**src/core/chunk_pkg.sv**
```systemverilog
// Constants and types shared by the chunk appender and its testbench.
// Assumes a single 40 MHz core clock; no bus, all settings are ports.
package chunk_pkg;

    // ************************************************************
    // Widths and values after reset
    // ************************************************************
    localparam int CNT_W = 32;
    localparam logic [31:0] FRAME_CNT_RST = 32'h0000_0000;
    localparam logic [31:0] TRIG_CNT_RST  = 32'h0000_0001;
    localparam logic [31:0] CNT_MAX       = 32'hffff_ffff;
    localparam int WORD_W = 32;
    localparam int PICK_W = 3;
    localparam int NCHUNK = 6;

    // ************************************************************
    // Chunk picks, which are also enable bit positions
    // ************************************************************
    localparam logic [2:0] PICK_FRAME   = 3'h0;
    localparam logic [2:0] PICK_TRIG    = 3'h1;
    localparam logic [2:0] PICK_STAMP   = 3'h2;
    localparam logic [2:0] PICK_LINES   = 3'h3;
    localparam logic [2:0] PICK_CHECK   = 3'h4;
    localparam logic [2:0] PICK_SEQIDX  = 3'h5;

    // ************************************************************
    // Counter instances, count triggers, clear origins
    // ************************************************************
    localparam logic [1:0] CTR_FIRST  = 2'h1;
    localparam logic [1:0] CTR_SECOND = 2'h2;
    localparam logic [1:0] EVT_FRAME_TRIGGER = 2'h1;
    localparam logic [1:0] EVT_FRAME_BEGIN   = 2'h2;
    typedef enum logic [1:0] {
        CLR_OFF  = 2'h0,
        CLR_SOFT = 2'h1,
        CLR_ONE  = 2'h2,
        CLR_TWO  = 2'h3
    } clear_origin_e;

    // Payload kind codes
    localparam logic PAYLOAD_IMAGE = 1'b0;
    localparam logic PAYLOAD_CHUNK = 1'b1;

    // Extended image data chunk layout, in words
    localparam int EXT_WORDS = 7;
    localparam logic [31:0] ID_EXT   = 32'h0000_0e01;
    localparam logic [31:0] ID_FRAME = 32'h0000_0e02;
    localparam logic [31:0] ID_TRIG  = 32'h0000_0e03;

endpackage

```
**src/core/image_chunk_frame_counter.sv**
```systemverilog
// Appends trailing chunks to each image and keeps frame/trigger counters.
// Assumes pixel words arrive with valid/ready/last and the sink may stall.
`timescale 1ns/1ps
`default_nettype none
module image_chunk_frame_counter
    import chunk_pkg::*;
#(
    parameter int CW = chunk_pkg::CNT_W
) (
    input  wire logic                       core_clk,
    input  wire logic                       sys_rst,
    input  wire logic                       chunk_master_on,
    input  wire logic [chunk_pkg::PICK_W-1:0] chunk_pick,
    input  wire logic                       chunk_switch,
    input  wire logic                       chunk_switch_wr,
    input  wire logic [1:0]                 counter_pick,
    input  wire logic [1:0]                 counter_count_trigger,
    input  wire logic [1:0]                 counter_clear_origin,
    input  wire logic                       counter_clear_origin_wr,
    input  wire logic                       counter_clear_cmd,
    input  wire logic                       input_line_one,
    input  wire logic                       input_line_two,
    input  wire logic                       frame_begin_event,
    input  wire logic                       ext_trigger,
    input  wire logic [15:0]                roi_offset_x,
    input  wire logic [15:0]                roi_offset_y,
    input  wire logic [15:0]                roi_width,
    input  wire logic [15:0]                roi_height,
    input  wire logic [31:0]                pixel_format,
    input  wire logic [15:0]                dyn_range_min,
    input  wire logic [15:0]                dyn_range_max,
    input  wire logic [31:0]                pix_data,
    input  wire logic                       pix_valid,
    input  wire logic                       pix_last,
    output logic                            pix_ready,
    output logic [31:0]                     out_data,
    output logic                            out_valid,
    output logic                            out_last,
    input  wire logic                       out_ready,
    output logic                            payload_kind,
    output logic [chunk_pkg::NCHUNK-1:0]    chunk_enables,
    output logic                            ext_chunk_on,
    output logic [1:0]                      clear_origin_now,
    output logic [CW-1:0]                   frame_number_chunk_value,
    output logic [CW-1:0]                   trigger_count_value
);
    typedef enum logic [1:0] {S_PIX, S_EXT, S_FRAME, S_TRIG} tx_state_e;

    logic [NCHUNK-1:0] en_q;
    logic              master_q;
    clear_origin_e     origin_q;
    logic [CW-1:0]     frame_q;
    logic [CW-1:0]     trig_q;
    logic              input_line_one_q;
    logic              input_line_two_q;
    logic              clear_hit;
    logic              clear_frame;
    logic              clear_trig;
    tx_state_e         st_q;
    logic [2:0]        idx_q;
    logic [CW-1:0]     frame_snap_q;
    logic [CW-1:0]     trig_snap_q;
    logic              snap_q;
    logic [31:0]       ext_rd;
    logic [2:0]        st_waddr;
    logic [31:0]       st_wdata;
    logic              hs;

    // Wraps naturally; kept as a function so both counters share it
    function automatic logic [CW-1:0] bump(input logic [CW-1:0] v);
        return (v == CW'(CNT_MAX)) ? '0 : v + CW'(1);
    endfunction

    // ************************************************************
    // Chunk switches
    // ************************************************************
    always_ff @(posedge core_clk) begin
        if (sys_rst) begin
            en_q     <= '0;
            master_q <= 1'b0;
        end else begin
            master_q <= chunk_master_on;
            if (!chunk_master_on) begin
                en_q <= '0;
            end else if (chunk_switch_wr && chunk_pick < PICK_W'(NCHUNK)) begin
                en_q[chunk_pick] <= chunk_switch;
            end
        end
    end

    assign chunk_enables = en_q;
    assign ext_chunk_on  = master_q;
    assign payload_kind  = master_q ? PAYLOAD_CHUNK : PAYLOAD_IMAGE;

    // ************************************************************
    // Clear origin and line edges
    // ************************************************************
    always_ff @(posedge core_clk) begin
        if (sys_rst) begin
            origin_q <= CLR_OFF;
            input_line_one_q  <= 1'b0;
            input_line_two_q  <= 1'b0;
        end else begin
            if (counter_clear_origin_wr) begin
                origin_q <= clear_origin_e'(counter_clear_origin);
            end
            input_line_one_q <= input_line_one;
            input_line_two_q <= input_line_two;
        end
    end
    assign clear_origin_now = origin_q;

    always_comb begin
        case (origin_q)
            CLR_SOFT: clear_hit = counter_clear_cmd;
            CLR_ONE:  clear_hit = input_line_one & ~input_line_one_q;
            CLR_TWO:  clear_hit = input_line_two & ~input_line_two_q;
            default:  clear_hit = 1'b0;
        endcase
    end

    // Host configures the picked instance before the origin
    assign clear_frame = clear_hit && counter_pick == CTR_SECOND
                         && counter_count_trigger == EVT_FRAME_BEGIN;
    assign clear_trig  = clear_hit && counter_pick == CTR_FIRST
                         && counter_count_trigger == EVT_FRAME_TRIGGER;

    // ************************************************************
    // Counters
    // ************************************************************
    // Every frame begin counts, delivered or not, except in a cycle where clear_frame also fires
    always_ff @(posedge core_clk) begin
        if (sys_rst) begin
            frame_q <= CW'(FRAME_CNT_RST);
        end else if (clear_frame) begin
            frame_q <= '0;
        end else if (frame_begin_event) begin
            frame_q <= bump(frame_q);
        end
    end

    always_ff @(posedge core_clk) begin
        if (sys_rst) begin
            trig_q <= CW'(TRIG_CNT_RST);
        end else if (clear_trig) begin
            trig_q <= '0;
        end else if (ext_trigger) begin
            trig_q <= bump(trig_q);
        end
    end

    assign frame_number_chunk_value = frame_q;
    assign trigger_count_value      = trig_q;

    // ************************************************************
    // Per-frame snapshot
    // ************************************************************
    // Values taken at frame begin, before the count moves on
    always_ff @(posedge core_clk) begin
        if (sys_rst) begin
            frame_snap_q <= '0;
            trig_snap_q  <= '0;
            snap_q       <= 1'b0;
        end else begin
            snap_q <= frame_begin_event;
            if (frame_begin_event) begin
                frame_snap_q <= frame_q;
                trig_snap_q  <= trig_q;
            end
        end
    end

    // ROI, pixel format and dynamic range words written one per cycle from a small counter
    logic [2:0] wr_q;
    always_ff @(posedge core_clk) begin
        if (sys_rst) begin
            wr_q <= '0;
        end else if (wr_q == 3'(EXT_WORDS - 1)) begin
            wr_q <= '0;
        end else begin
            wr_q <= wr_q + 3'h1;
        end
    end
    assign st_waddr = wr_q;

    always_comb begin
        case (wr_q)
            3'h0:    st_wdata = {16'h0000, roi_offset_x};
            3'h1:    st_wdata = {16'h0000, roi_offset_y};
            3'h2:    st_wdata = {16'h0000, roi_width};
            3'h3:    st_wdata = {16'h0000, roi_height};
            3'h4:    st_wdata = pixel_format;
            3'h5:    st_wdata = {16'h0000, dyn_range_min};
            3'h6:    st_wdata = {16'h0000, dyn_range_max};
            default: st_wdata = 32'h0000_0000;
        endcase
    end

    // Store is rewritten only outside the chunk tail, so words stay stable
    chunk_store #(.WIDTH(WORD_W), .DEPTH(8)) u_store (
        .core_clk (core_clk),
        .we       (st_q == S_PIX),
        .waddr    (st_waddr),
        .wdata    (st_wdata),
        .raddr    (idx_q),
        .rdata    (ext_rd)
    );

    // ************************************************************
    // Output stream
    // ************************************************************
    // Registered word plus a registered read; one idle cycle per extended chunk word is traded
    // for simple timing on the memory path; the frame and trigger words have none.
    logic [2:0]  cnt_q;
    logic        pend_q;
    assign hs        = out_valid && out_ready;
    assign pix_ready = (st_q == S_PIX) && (!out_valid || out_ready);

    always_ff @(posedge core_clk) begin
        if (sys_rst) begin
            st_q      <= S_PIX;
            idx_q     <= '0;
            cnt_q     <= '0;
            pend_q    <= 1'b0;
            out_data  <= 32'h0000_0000;
            out_valid <= 1'b0;
            out_last  <= 1'b0;
        end else begin
            if (hs) begin
                out_valid <= 1'b0;
                out_last  <= 1'b0;
            end
            case (st_q)
                S_PIX: begin
                    idx_q <= '0;
                    if (pix_valid && pix_ready) begin
                        out_data  <= pix_data;
                        out_valid <= 1'b1;
                        out_last  <= pix_last && !master_q;
                        if (pix_last && master_q) begin
                            st_q   <= S_EXT;
                            cnt_q  <= '0;
                            pend_q <= 1'b0;
                        end
                    end
                end
                S_EXT: begin
                    if (!pend_q) begin
                        pend_q <= 1'b1;
                    end else if (!out_valid || out_ready) begin
                        out_data  <= ext_rd;
                        out_valid <= 1'b1;
                        pend_q    <= 1'b0;
                        if (cnt_q == 3'(EXT_WORDS - 1)) begin
                            out_last <= !en_q[PICK_FRAME] && !en_q[PICK_TRIG];
                            if (en_q[PICK_FRAME]) begin
                                st_q <= S_FRAME;
                            end else if (en_q[PICK_TRIG]) begin
                                st_q <= S_TRIG;
                            end else begin
                                st_q <= S_PIX;
                            end
                        end else begin
                            cnt_q <= cnt_q + 3'h1;
                            idx_q <= cnt_q + 3'h1;
                        end
                    end
                end
                S_FRAME: begin
                    if (!out_valid || out_ready) begin
                        out_data  <= 32'(frame_snap_q);
                        out_valid <= 1'b1;
                        out_last  <= !en_q[PICK_TRIG];
                        st_q      <= en_q[PICK_TRIG] ? S_TRIG : S_PIX;
                    end
                end
                S_TRIG: begin
                    if (!out_valid || out_ready) begin
                        out_data  <= 32'(trig_snap_q);
                        out_valid <= 1'b1;
                        out_last  <= 1'b1;
                        st_q      <= S_PIX;
                    end
                end
                default: st_q <= S_PIX;
            endcase
        end
    end
endmodule
`default_nettype wire

```
**src/core/chunk_store.sv**
```systemverilog
// Small register file holding the settings latched for one frame.
// Assumes the writer gives one word per cycle; read data are registered.
`timescale 1ns/1ps
`default_nettype none
module chunk_store #(
    parameter int WIDTH = 32,
    parameter int DEPTH = 8
) (
    input  wire logic                     core_clk,
    input  wire logic                     we,
    input  wire logic [$clog2(DEPTH)-1:0] waddr,
    input  wire logic [WIDTH-1:0]         wdata,
    input  wire logic [$clog2(DEPTH)-1:0] raddr,
    output var  logic [WIDTH-1:0]         rdata
);
    logic [WIDTH-1:0] mem [DEPTH];

    // ************************************************************
    // Storage
    // ************************************************************
    always_ff @(posedge core_clk) begin
        if (we) begin
            mem[waddr] <= wdata;
        end
        rdata <= mem[raddr];
    end
endmodule
`default_nettype wire

```
**config.mk**
```make
export PLATFORM = sky130hd
export DESIGN_NAME = image_chunk_frame_counter
export DESIGN_NICKNAME = d
export VERILOG_FILES = /design/src/core/chunk_pkg.sv /design/src/core/image_chunk_frame_counter.sv /design/src/core/chunk_store.sv
export SDC_FILE = /design/constraint.sdc
export NUM_CORES = 1
export LEC_CHECK = 0
export BUFFER_PORTS_ARGS = -buffer_cell sky130_fd_sc_hd__buf_2
export CAP_MARGIN = 0
export CORE_MARGIN = 3
export CORE_UTILIZATION = 30
export DETAILED_ROUTE_END_ITERATION = 10
export GPL_ROUTABILITY_DRIVEN = 1
export GPL_TIMING_DRIVEN = 0
export MAX_ROUTING_LAYER = met4
export SLEW_MARGIN = 20
export SYNTH_ARGS = -nofsm -noshare
export SYNTH_HDL_FRONTEND = slang
export SYNTH_SLANG_ARGS = --single-unit
```
**constraint.sdc**
```tcl
create_clock -name core_clk -period 5.35 [get_ports core_clk]
set_input_delay 1.07 -clock core_clk [delete_from_list [all_inputs] [get_ports core_clk]]
set_output_delay 1.07 -clock core_clk [all_outputs]
set_load 0.01 [all_outputs]
```
# == Yosys cells after proc, flatten, opt, wreduce, memory -nomap -nowiden ==
# Memory sizes are Yosys's and may differ from the RTL's. A register that Yosys moved wholly into a read port is not among the register bits.
# Cells that the tools add are included.
# word_totals
regBits,185
ram_bits,256
in_bits,183
output_inout_bits,109
elab_cells,142
memories,1
# memory_table
memory,depth,width,rd,rd_clocked_by_memory_dff,write_ports,line_no,text
u_store.mem,8,32,1,1,1,chunk_store.sv:16,logic [WIDTH-1:0] mem [DEPTH];
# classes
n_addsub,4
n_lt_le_gt_ge,3
eq_ne,27
mux,53
bitwise_logic,5
n_reduce_logical,31
# op_table
operator,n
$mux 32,7
$pmux 32 s7,1
$pmux 32 s4,1
$add 32x1->32 const B,2
$eq 32x32->1 const B,2
$mux 1,21
$mux 2,9
$ne 2x2->1 const B,8
$mux 3,5
$eq 2x2->1 const B,6
$eq 3x3->1 const B,4
$logic_and 1x1->1,12
$pmux 3 s2,2
$reduce_or 2->1,5
$eq 2x1->1 const B,4
$pmux 2 s4,1
$reduce_and 7->1,1
$add 3x1->3 const B,2
$bwmux 6,1
$eq 3x2->1 const B,2
$pmux 1 s3,2
$reduce_and 6->1,1
$reduce_and 5->1,1
$logic_not 1->1,4
15 further kinds,19

# == Longest topological paths before layout ==
# Gate-level depths: netlist of the first run.
# depth
depth_word,6
ltp_mapped,8
mapped_depth_nobuf,7

# == Cells and area by module ==
# From an unflattened synthesis of the first run, not the netlist that was laid out.
# hier_totals
cells_unflattened,1401
hier_area_um2,19467.4
# by_module_without_submodules
mod,n_inst,cells_per_inst,area_per_inst_um2
chunk_store,1,415,10466.3
image_chunk_frame_counter,1,986,9001.1

# == Worst setup path after synthesis of the first run ==
# OpenSTA, ideal clock, no wires.
# synth_timing
kind,register to register
from,register st_q[0]
to,memory u_store.mem[0][0] (enable)
setup_time_ns,0.461
t_arrival_ns,3.208
required_time_ns,4.889
path_slack_ns,1.681
path_stages_with_launch,6
path_buffers,2
synth_period_minus_slack_ns,3.669
path_cell_list,dfxtp_1 > clkbuf_1 > clkbuf_1 > nor2_1 > nand2_1 > nor3_1
# synth_via
elab_chain_len,3
# synth_lines
item,line_no,text
"start, declared",image_chunk_frame_counter.sv:59,tx_state_e st_q;
"start signal, assigned",image_chunk_frame_counter.sv:274,st_q <= en_q[PICK_TRIG] ? S_TRIG : S_PIX;
$logic_not 2->1,image_chunk_frame_counter.sv:202,".we (st_q == S_PIX),"
$mux 1,chunk_store.sv:22,if (we) begin
$mux 1 (not written as such),chunk_store.sv:23,mem[waddr] <= wdata;
"end, declared",chunk_store.sv:16,
# No other way between the ends.

# == Final worst setup path of the first run ==
# layout_timing
from,register st_q[0]
to,memory u_store.mem[4][10] (enable)
# Same word-level chain as after synthesis.

==> results.ini, run 1 <==
[power]
power_switching_mw=1.95
clkPwrFrac_pct=41.7
seqPwrFrac_pct=49.4
powerDensity_nw_per_um2=353
internal_power_mw=6.45
power.share.combinational_pct=8.9
p_leak_nw=8.95
switching_share_pct=23.2
ir_worst_vdd_uv=173

[clock_tree]
cts_buffer_depth=3
worstSkewPairLatency_ns=0.59
clock-sinks=473
cts_resized=0
post_cts_buffers=0
holdBufCountCts=0
numCtsBuffers=50
root_buffer=clkbuf_16
htreeDepth=2
cts_tree=yes
clkTransAtPathRegs_ns=0.06

[sta]
fin_crit_ns=3.37
worst_slew_margin_rel_pct=32.9
finalHoldViolCount=0
whs_ns=0.452
clock_skew_ns=0.0241
tightest_slew_ns=1.01
rsz0062_at_grt=no
finalCritPeriodShare_pct=62.9
slew_violations=0
max_clock_freq_mhz=297
finalSetupViolations=0

[logic_synthesis]
synth_area_sq_um=19400
postSynthAreaPerCell_sq_um=13.7
synth_cells=1417
netlist-cell-type-count=55
synth_flop_cell=edfxtp_1
yosysSeqAreaShare_pct=62.2
syn-num-nets=1609
synthArstFlopShare_pct=0
synth_edf_count=256
ys_warn_count=0
synth-seq-cells=473

[die]
dieWidth_um=260
die_y_um=260
die_area_sq_um=67600
rows=92
coreArea_sq_um=63400
io_pins=292
start_util_pct=30.5

[drt]
route.detailed.drc=0
via_per_inst=4.95
drt-wirelength-per-cell_um=21.8
wl_um=58100
vias=13200
ant_nets=0
drt_iter0_drc=1056
drtPass1Iterations=6

[critical_path]
crit_path_end_kind=flop
cp_max_fo=10
r2r-start=st_q[0]$_SDFFE_PP0P_
crit_chain=clkbuf_1 > clkbuf_1 > nor2_1 > nand2_1 > nor3_2 > buf_4 > buf_4
ff2ff_path_depth=7
slowest_stage=nor3_2
crit_buf_inv=4
critPathLaunch=st_q[0]$_SDFFE_PP0P_
critical_path_class=reg2reg
start_kind=flop
crit_required_ns=5.62
cp.depth=7
cp_top_family=simple AND/OR/NAND/NOR gates
cp_data_arrival_time_ns=3.64
slowest_delay_ns=0.72

[placed_design]
portBuffers=288
gp_congestion=0.919
hpwl_um=43600

[min_path]
min_path_cells=2
worstHoldStart=out_data[29]$_SDFFE_PP0P_
hold_path.class=reg2reg

[global_routing]
grt_util_all_layers_pct=17.2
overflow=0
antenna_found_initial=4
first_global_vias=13300
grt_max_degree=21
grt_pass1_wl_um=84700

[run_status]
run_status=finished clean

[job]
drv_cap=0

[finish]
layout.nets=1965
final_util_pct=37.6
final_cell_mix=297 x buf_2, 256 x edfxtp_1, 217 x dfxtp_1, 188 x nor2_1, 102 x nand2_1
syn_to_final_growth_pct=23.1
final_common_cell=buf_2
drive_above_1_share_pct=29.8

## layer usage
metal  wire (um)  up-vias  track usage (%)
li1            -     6058                -
met2       28200      506             28.4
met3        3400       84             2.70
met4        1500        0             4.94
met5           0        -                -
met1       25000     6525             22.1
## worst reg2reg max path: cells and delay by family (launching register included)
kind / cells / cell delay (ns)
AND/OR/NAND/NOR: 3 / 1.68
flip-flops: 1 / 0.29
buffers and inverters: 4 / 1.10
## power groups by stage
stage          registers, mW  logic (mW)  clock network, mW
2_1_floorplan           4.20       0.395                  0
3_3_place_gp            4.22       0.704                  0
3_5_place_dp            4.22       0.755                  0
4_1_cts                 4.15       0.759               3.56
5_1_grt                 4.16       0.808               3.72
6_report                4.15       0.750               3.50
## final timing paths
| kind | to | slack [ns] |
|---|---|---|
| worst min register to register | out_data[29]$_SDFFE_PP0P_ | 0.45 |
| worst min-delay path | out_data[29]$_SDFFE_PP0P_ | 0.45 |
| worst max-delay path | u_store.mem[4][10]$_DFFE_PP_ | 1.98 |
| worst max register to register | u_store.mem[4][10]$_DFFE_PP_ | 1.98 |
## stage by stage
step / std cells / setup TNS, ns / worst slack [ns] / cell area (sq um) / total power, mW
2_1_floorplan: 1417 / 0 / 1.68 / 19400 / 4.59
3_3_place_gp: 2551 / -82.15 / -1.31 / 21900 / 4.93
3_5_place_dp: 2567 / 0 / 1.65 / 22200 / 4.98
4_1_cts: 2659 / 0 / 1.89 / 23800 / 8.47
5_1_grt: 2660 / 0 / 1.74 / 23800 / 8.69
6_report: 2660 / 0 / 1.98 / 23800 / 8.40
## kinds of logic after synthesis
kind of cell,share of synthesized area (%)
AO/OA/AOI/OAI,4.32
adder cells (fa/ha/maj),0.582
flip-flops,62.2
XOR/XNOR,2.76
multiplexers,17.0
buffers and inverters,2.35
AND/OR/NAND/NOR,10.8
## registers in the layout (all words and copies together), names as in the netlist
register                  count
chunk_enables                 6
clear_origin_now              2
cnt_q                         3
ext_chunk_on                  1
frame_number_chunk_value     32
frame_snap_q                 32
idx_q                         3
input_line_one_q              1
input_line_two_q              1
out_data                     32
out_last                      1
out_valid                     1
pend_q                        1
st_q                          2
st_waddr                      3
trig_snap_q                  32
trigger_count_value          32
u_store.mem                 256
u_store.rdata                32
## cell type report
type	count	area, sq um
clock buffer	72	1430
sequential	473	12000
tap	846	1060
antenna	1	2.50
inverter	17	63.8
fill	6092	39600
timing repair buffer	304	1690
clock inverter	20	233
multi-input combinational	836	6930
buffer	91	392
## synth_stat cells (3+ instances only)
master / count / area [sq um]
nand2_1: 102 / 383
a221oi_1: 4 / 35.0
dfxtp_1: 217 / 4340
nand3_1: 25 / 125
a21oi_1: 48 / 240
and3_1: 26 / 163
clkbuf_1: 67 / 251
o21ai_0: 4 / 20.0
buf_2: 9 / 45.0
nor3_1: 19 / 95.1
o31ai_1: 3 / 22.5
nor2b_1: 5 / 31.3
xor2_1: 23 / 201
and2_1: 5 / 31.3
mux4_2: 96 / 2160
nand2b_1: 5 / 31.3
ha_1: 9 / 113
and4_1: 7 / 61.3
mux2_2: 32 / 360
a31oi_1: 4 / 25.0
mux2i_1: 77 / 771
a222oi_1: 29 / 290
a21o_1: 3 / 22.5
a211o_1: 13 / 114
nor2_1: 194 / 728
nor4_1: 14 / 87.6
a221o_1: 4 / 40.0
xnor2_1: 38 / 333
inv_1: 17 / 63.8
edfxtp_1: 256 / 7690
buf_1: 9 / 33.8
nand4_1: 24 / 150
(Power assumes the default switching activity.)
==> run 2, diff against run 1 <==
--- a/config.mk
+++ b/config.mk
@@ -5,6 +5,7 @@
 export SDC_FILE = /design/constraint.sdc
 export NUM_CORES = 1
 export LEC_CHECK = 0
+export ABC_AREA = 1
 export BUFFER_PORTS_ARGS = -buffer_cell sky130_fd_sc_hd__buf_2
 export CAP_MARGIN = 0
 export CORE_MARGIN = 3
==> constraint.sdc (replaced) <==
create_clock -name core_clk -period 3.15 [get_ports core_clk]
set_input_delay 0.63 -clock core_clk [delete_from_list [all_inputs] [get_ports core_clk]]
set_output_delay 0.63 -clock core_clk [all_outputs]
set_load 0.01 [all_outputs]
==> run 2 against run 1 <==
Clock skew down 0.0018 ns. Register-to-register slack worse by 1.6 ns. Sequential cell count unchanged. Clock power up 78%. Final cell count up 31%. Core utilization down 0.19 points. Routed wire length up 15%. Synthesized cell count up 57%. Design area up 3.5%. Area after synthesis up 3.6%. Combinational power rose to 5.0 times the previous value. Sequential power up 88%. Highest routed layer unchanged.
==> results.ini, run 2 <==
[run_status]
run_status=finished clean

[placed_design]
place_area_sq_um=22900
hpwl_um=50000
dp.cells=3387
portBuffers=290
preCtsSetupSlack_ns=0.388
gp_congestion=0.929

[critical_path]
cp_data_arrival_time_ns=2.29
r2r-start=st_q[1]$_SDFFE_PP0P_
cp_max_fo=10
critical_path_class=reg2out
crit_required_ns=2.52
critPathLaunch=st_q[1]$_SDFFE_PP0P_
crit_path_end_kind=primary output
start_kind=flop

[power]
power_switching_mw=5.38
power.share.combinational_pct=21.2
clkPwrFrac_pct=34.9
p_leak_nw=9.86
internal_power_mw=12.4
ir_worst_vdd_uv=353
switching_share_pct=30.2
powerDensity_nw_per_um2=721
seqPwrFrac_pct=43.8

[clock_tree]
cts_resized=0
numCtsBuffers=51
clock-sinks=473
root_buffer=clkbuf_16
holdBufCountCts=0
worstSkewPairLatency_ns=0.60
clkTransAtPathRegs_ns=0.06
cts_tree=yes
post_cts_buffers=0
htreeDepth=2
cts_buffer_depth=3

[drt]
drt-wirelength-per-cell_um=19.3
route.detailed.drc=0
wl_um=67100
vias=17200
via_per_inst=4.95
drtPass1Iterations=7
drt_iter0_drc=1743
ant_nets=0

[global_routing]
grt_max_degree=23
overflow=0
antenna_found_initial=3
grt_pass1_wl_um=100000
first_global_vias=16500
grt_util_all_layers_pct=19.3

[logic_synthesis]
yosysMostFrequentCell=nand2_1
synth_flop_cell=edfxtp_1
netlist.area_leader.share_pct=38.3
synthArstFlopShare_pct=0
yosysSeqAreaShare_pct=60.0
yosys.area.top_type=edfxtp_1
netlist-cell-type-count=36
synth-seq-cells=473
ys_warn_count=0
synth_cells=2222
postSynthAreaPerCell_sq_um=9.02
ys_top_cells_by_area=edfxtp_1 38%, dfxtp_1 22%, nand2_1 9.9%
synth_edf_count=256
synth_area_sq_um=20100
synthTopCellsByCount=529 x nand2_1, 441 x nor2_1, 256 x edfxtp_1
syn-num-nets=2414

[die]
start_util_pct=30.4
die_y_um=265
io_pins=292
rows=94
dieWidth_um=265
die_area_sq_um=70000
coreArea_sq_um=66000

[sta]
slew_violations=0
finalHoldViolCount=0
finalSetupViolations=0
rsz0062_at_grt=no
max_clock_freq_mhz=343
fin_crit_ns=2.92
tns_ns=0
tightest_slew_ns=0.889
clock_skew_ns=0.0223
worst_slew_margin_rel_pct=40.7
finalCritPeriodShare_pct=92.6
fin_ws_ns=0.233

[finish]
final_util_pct=37.4
largest_reg_flops=256
final_cell_mix=529 x nand2_1, 433 x nor2_1, 319 x buf_2, 256 x edfxtp_1, 217 x dfxtp_1
fin_cells=3482
syn_to_final_growth_pct=23.0
regMostFlops=u_store.mem
fin_area_sq_um=24700
regArea_sq_um=12000
final_common_cell=nand2_1
multi_input_area_sq_um=7100
drive_above_1_share_pct=17.4
fillers=6680
layout.nets=2768

[job]
drv_cap=0

[min_path]
worstHoldStart=input_line_two
hold_path.class=in2reg

run 2: cell types whose count changed in the layout (fill, tap and decap cells not counted), sizes merged, moves of 26 or more:
cell / before / now
a21oi: 48 / 98
nand3: 25 / 77
nor2: 194 / 459
nand2: 102 / 535
mux4: 96 / 0
o21ai: 4 / 146
xnor2: 38 / 12
inv: 18 / 126
mux2i: 77 / 0
and3: 26 / 0
mux2: 32 / 0
o32ai: 0 / 64
a222oi: 29 / 0
run 2: cells by family after synthesis:
| family | share of synthesized area, % |
|---|---|
| simple gates | 22.8 |
| buf+inv | 4.90 |
| compound gates | 10.2 |
| fa+ha+maj | 0.562 |
| xor+xnor | 1.48 |
| flops | 60.0 |
run 2: per-layer routing:
metal  global-route usage [%]  share of wire, %  routed length, um  vias to the layer above
li1                         -                 -                  -                     8186
met5                        -                 0                  0                        -
met2                     31.6                47              31800                      761
met4                     5.69               2.8               1890                        0
met3                     3.12               7.8               5230                      109
met1                     24.6                42              28200                     8180
run 2: final timing paths:
kind	slack, ns	end	cells past startpoint
setup / recovery	0.23	pix_ready	6
hold / removal	0.24	input_line_two_q$_SDFF_PP0_	3
setup reg to reg	0.38	u_store.mem[3][16]$_DFFE_PP_	6
hold reg to reg	0.46	chunk_enables[5]$_SDFFE_PP0P_	2
run 2: layout make-up:
cell class              count  area share [%]
clock buffers              70            5.80
clock inverters            23            1.19
repair buffers            301            7.05
plain buffers             111            2.08
flip-flops and latches    473            48.8
multi-input cells        1513            28.8
diodes                      2          0.0203
inverters                 125            1.90
well taps                 864            4.38
run 2: power groups by stage:
stage,clock network [mW],logic (mW),registers [mW]
floorplan,0,1.99,7.93
global placement,0,3.50,7.95
detailed placement,0,3.76,7.92
CTS,6.31,3.78,7.79
global route,6.56,4.12,7.87
finish,6.22,3.77,7.80
run 2: metrics by stage:
stage / hold WS [ns] / total power [mW]
CTS: 0.222 / 17.9
detailed placement: 0.455 / 11.7
global placement: 0.449 / 11.4
finish: 0.245 / 17.8
floorplan: 0.441 / 9.92
global route: 0.253 / 18.6
run 2: critical path, stage by stage, from the launching register on:
cell     delay [ns]
dfxtp_1        0.36
nor2_1         0.21
buf_2          0.29
buf_2          0.36
inv_1          0.11
nor2_1         0.21
buf_2          0.18
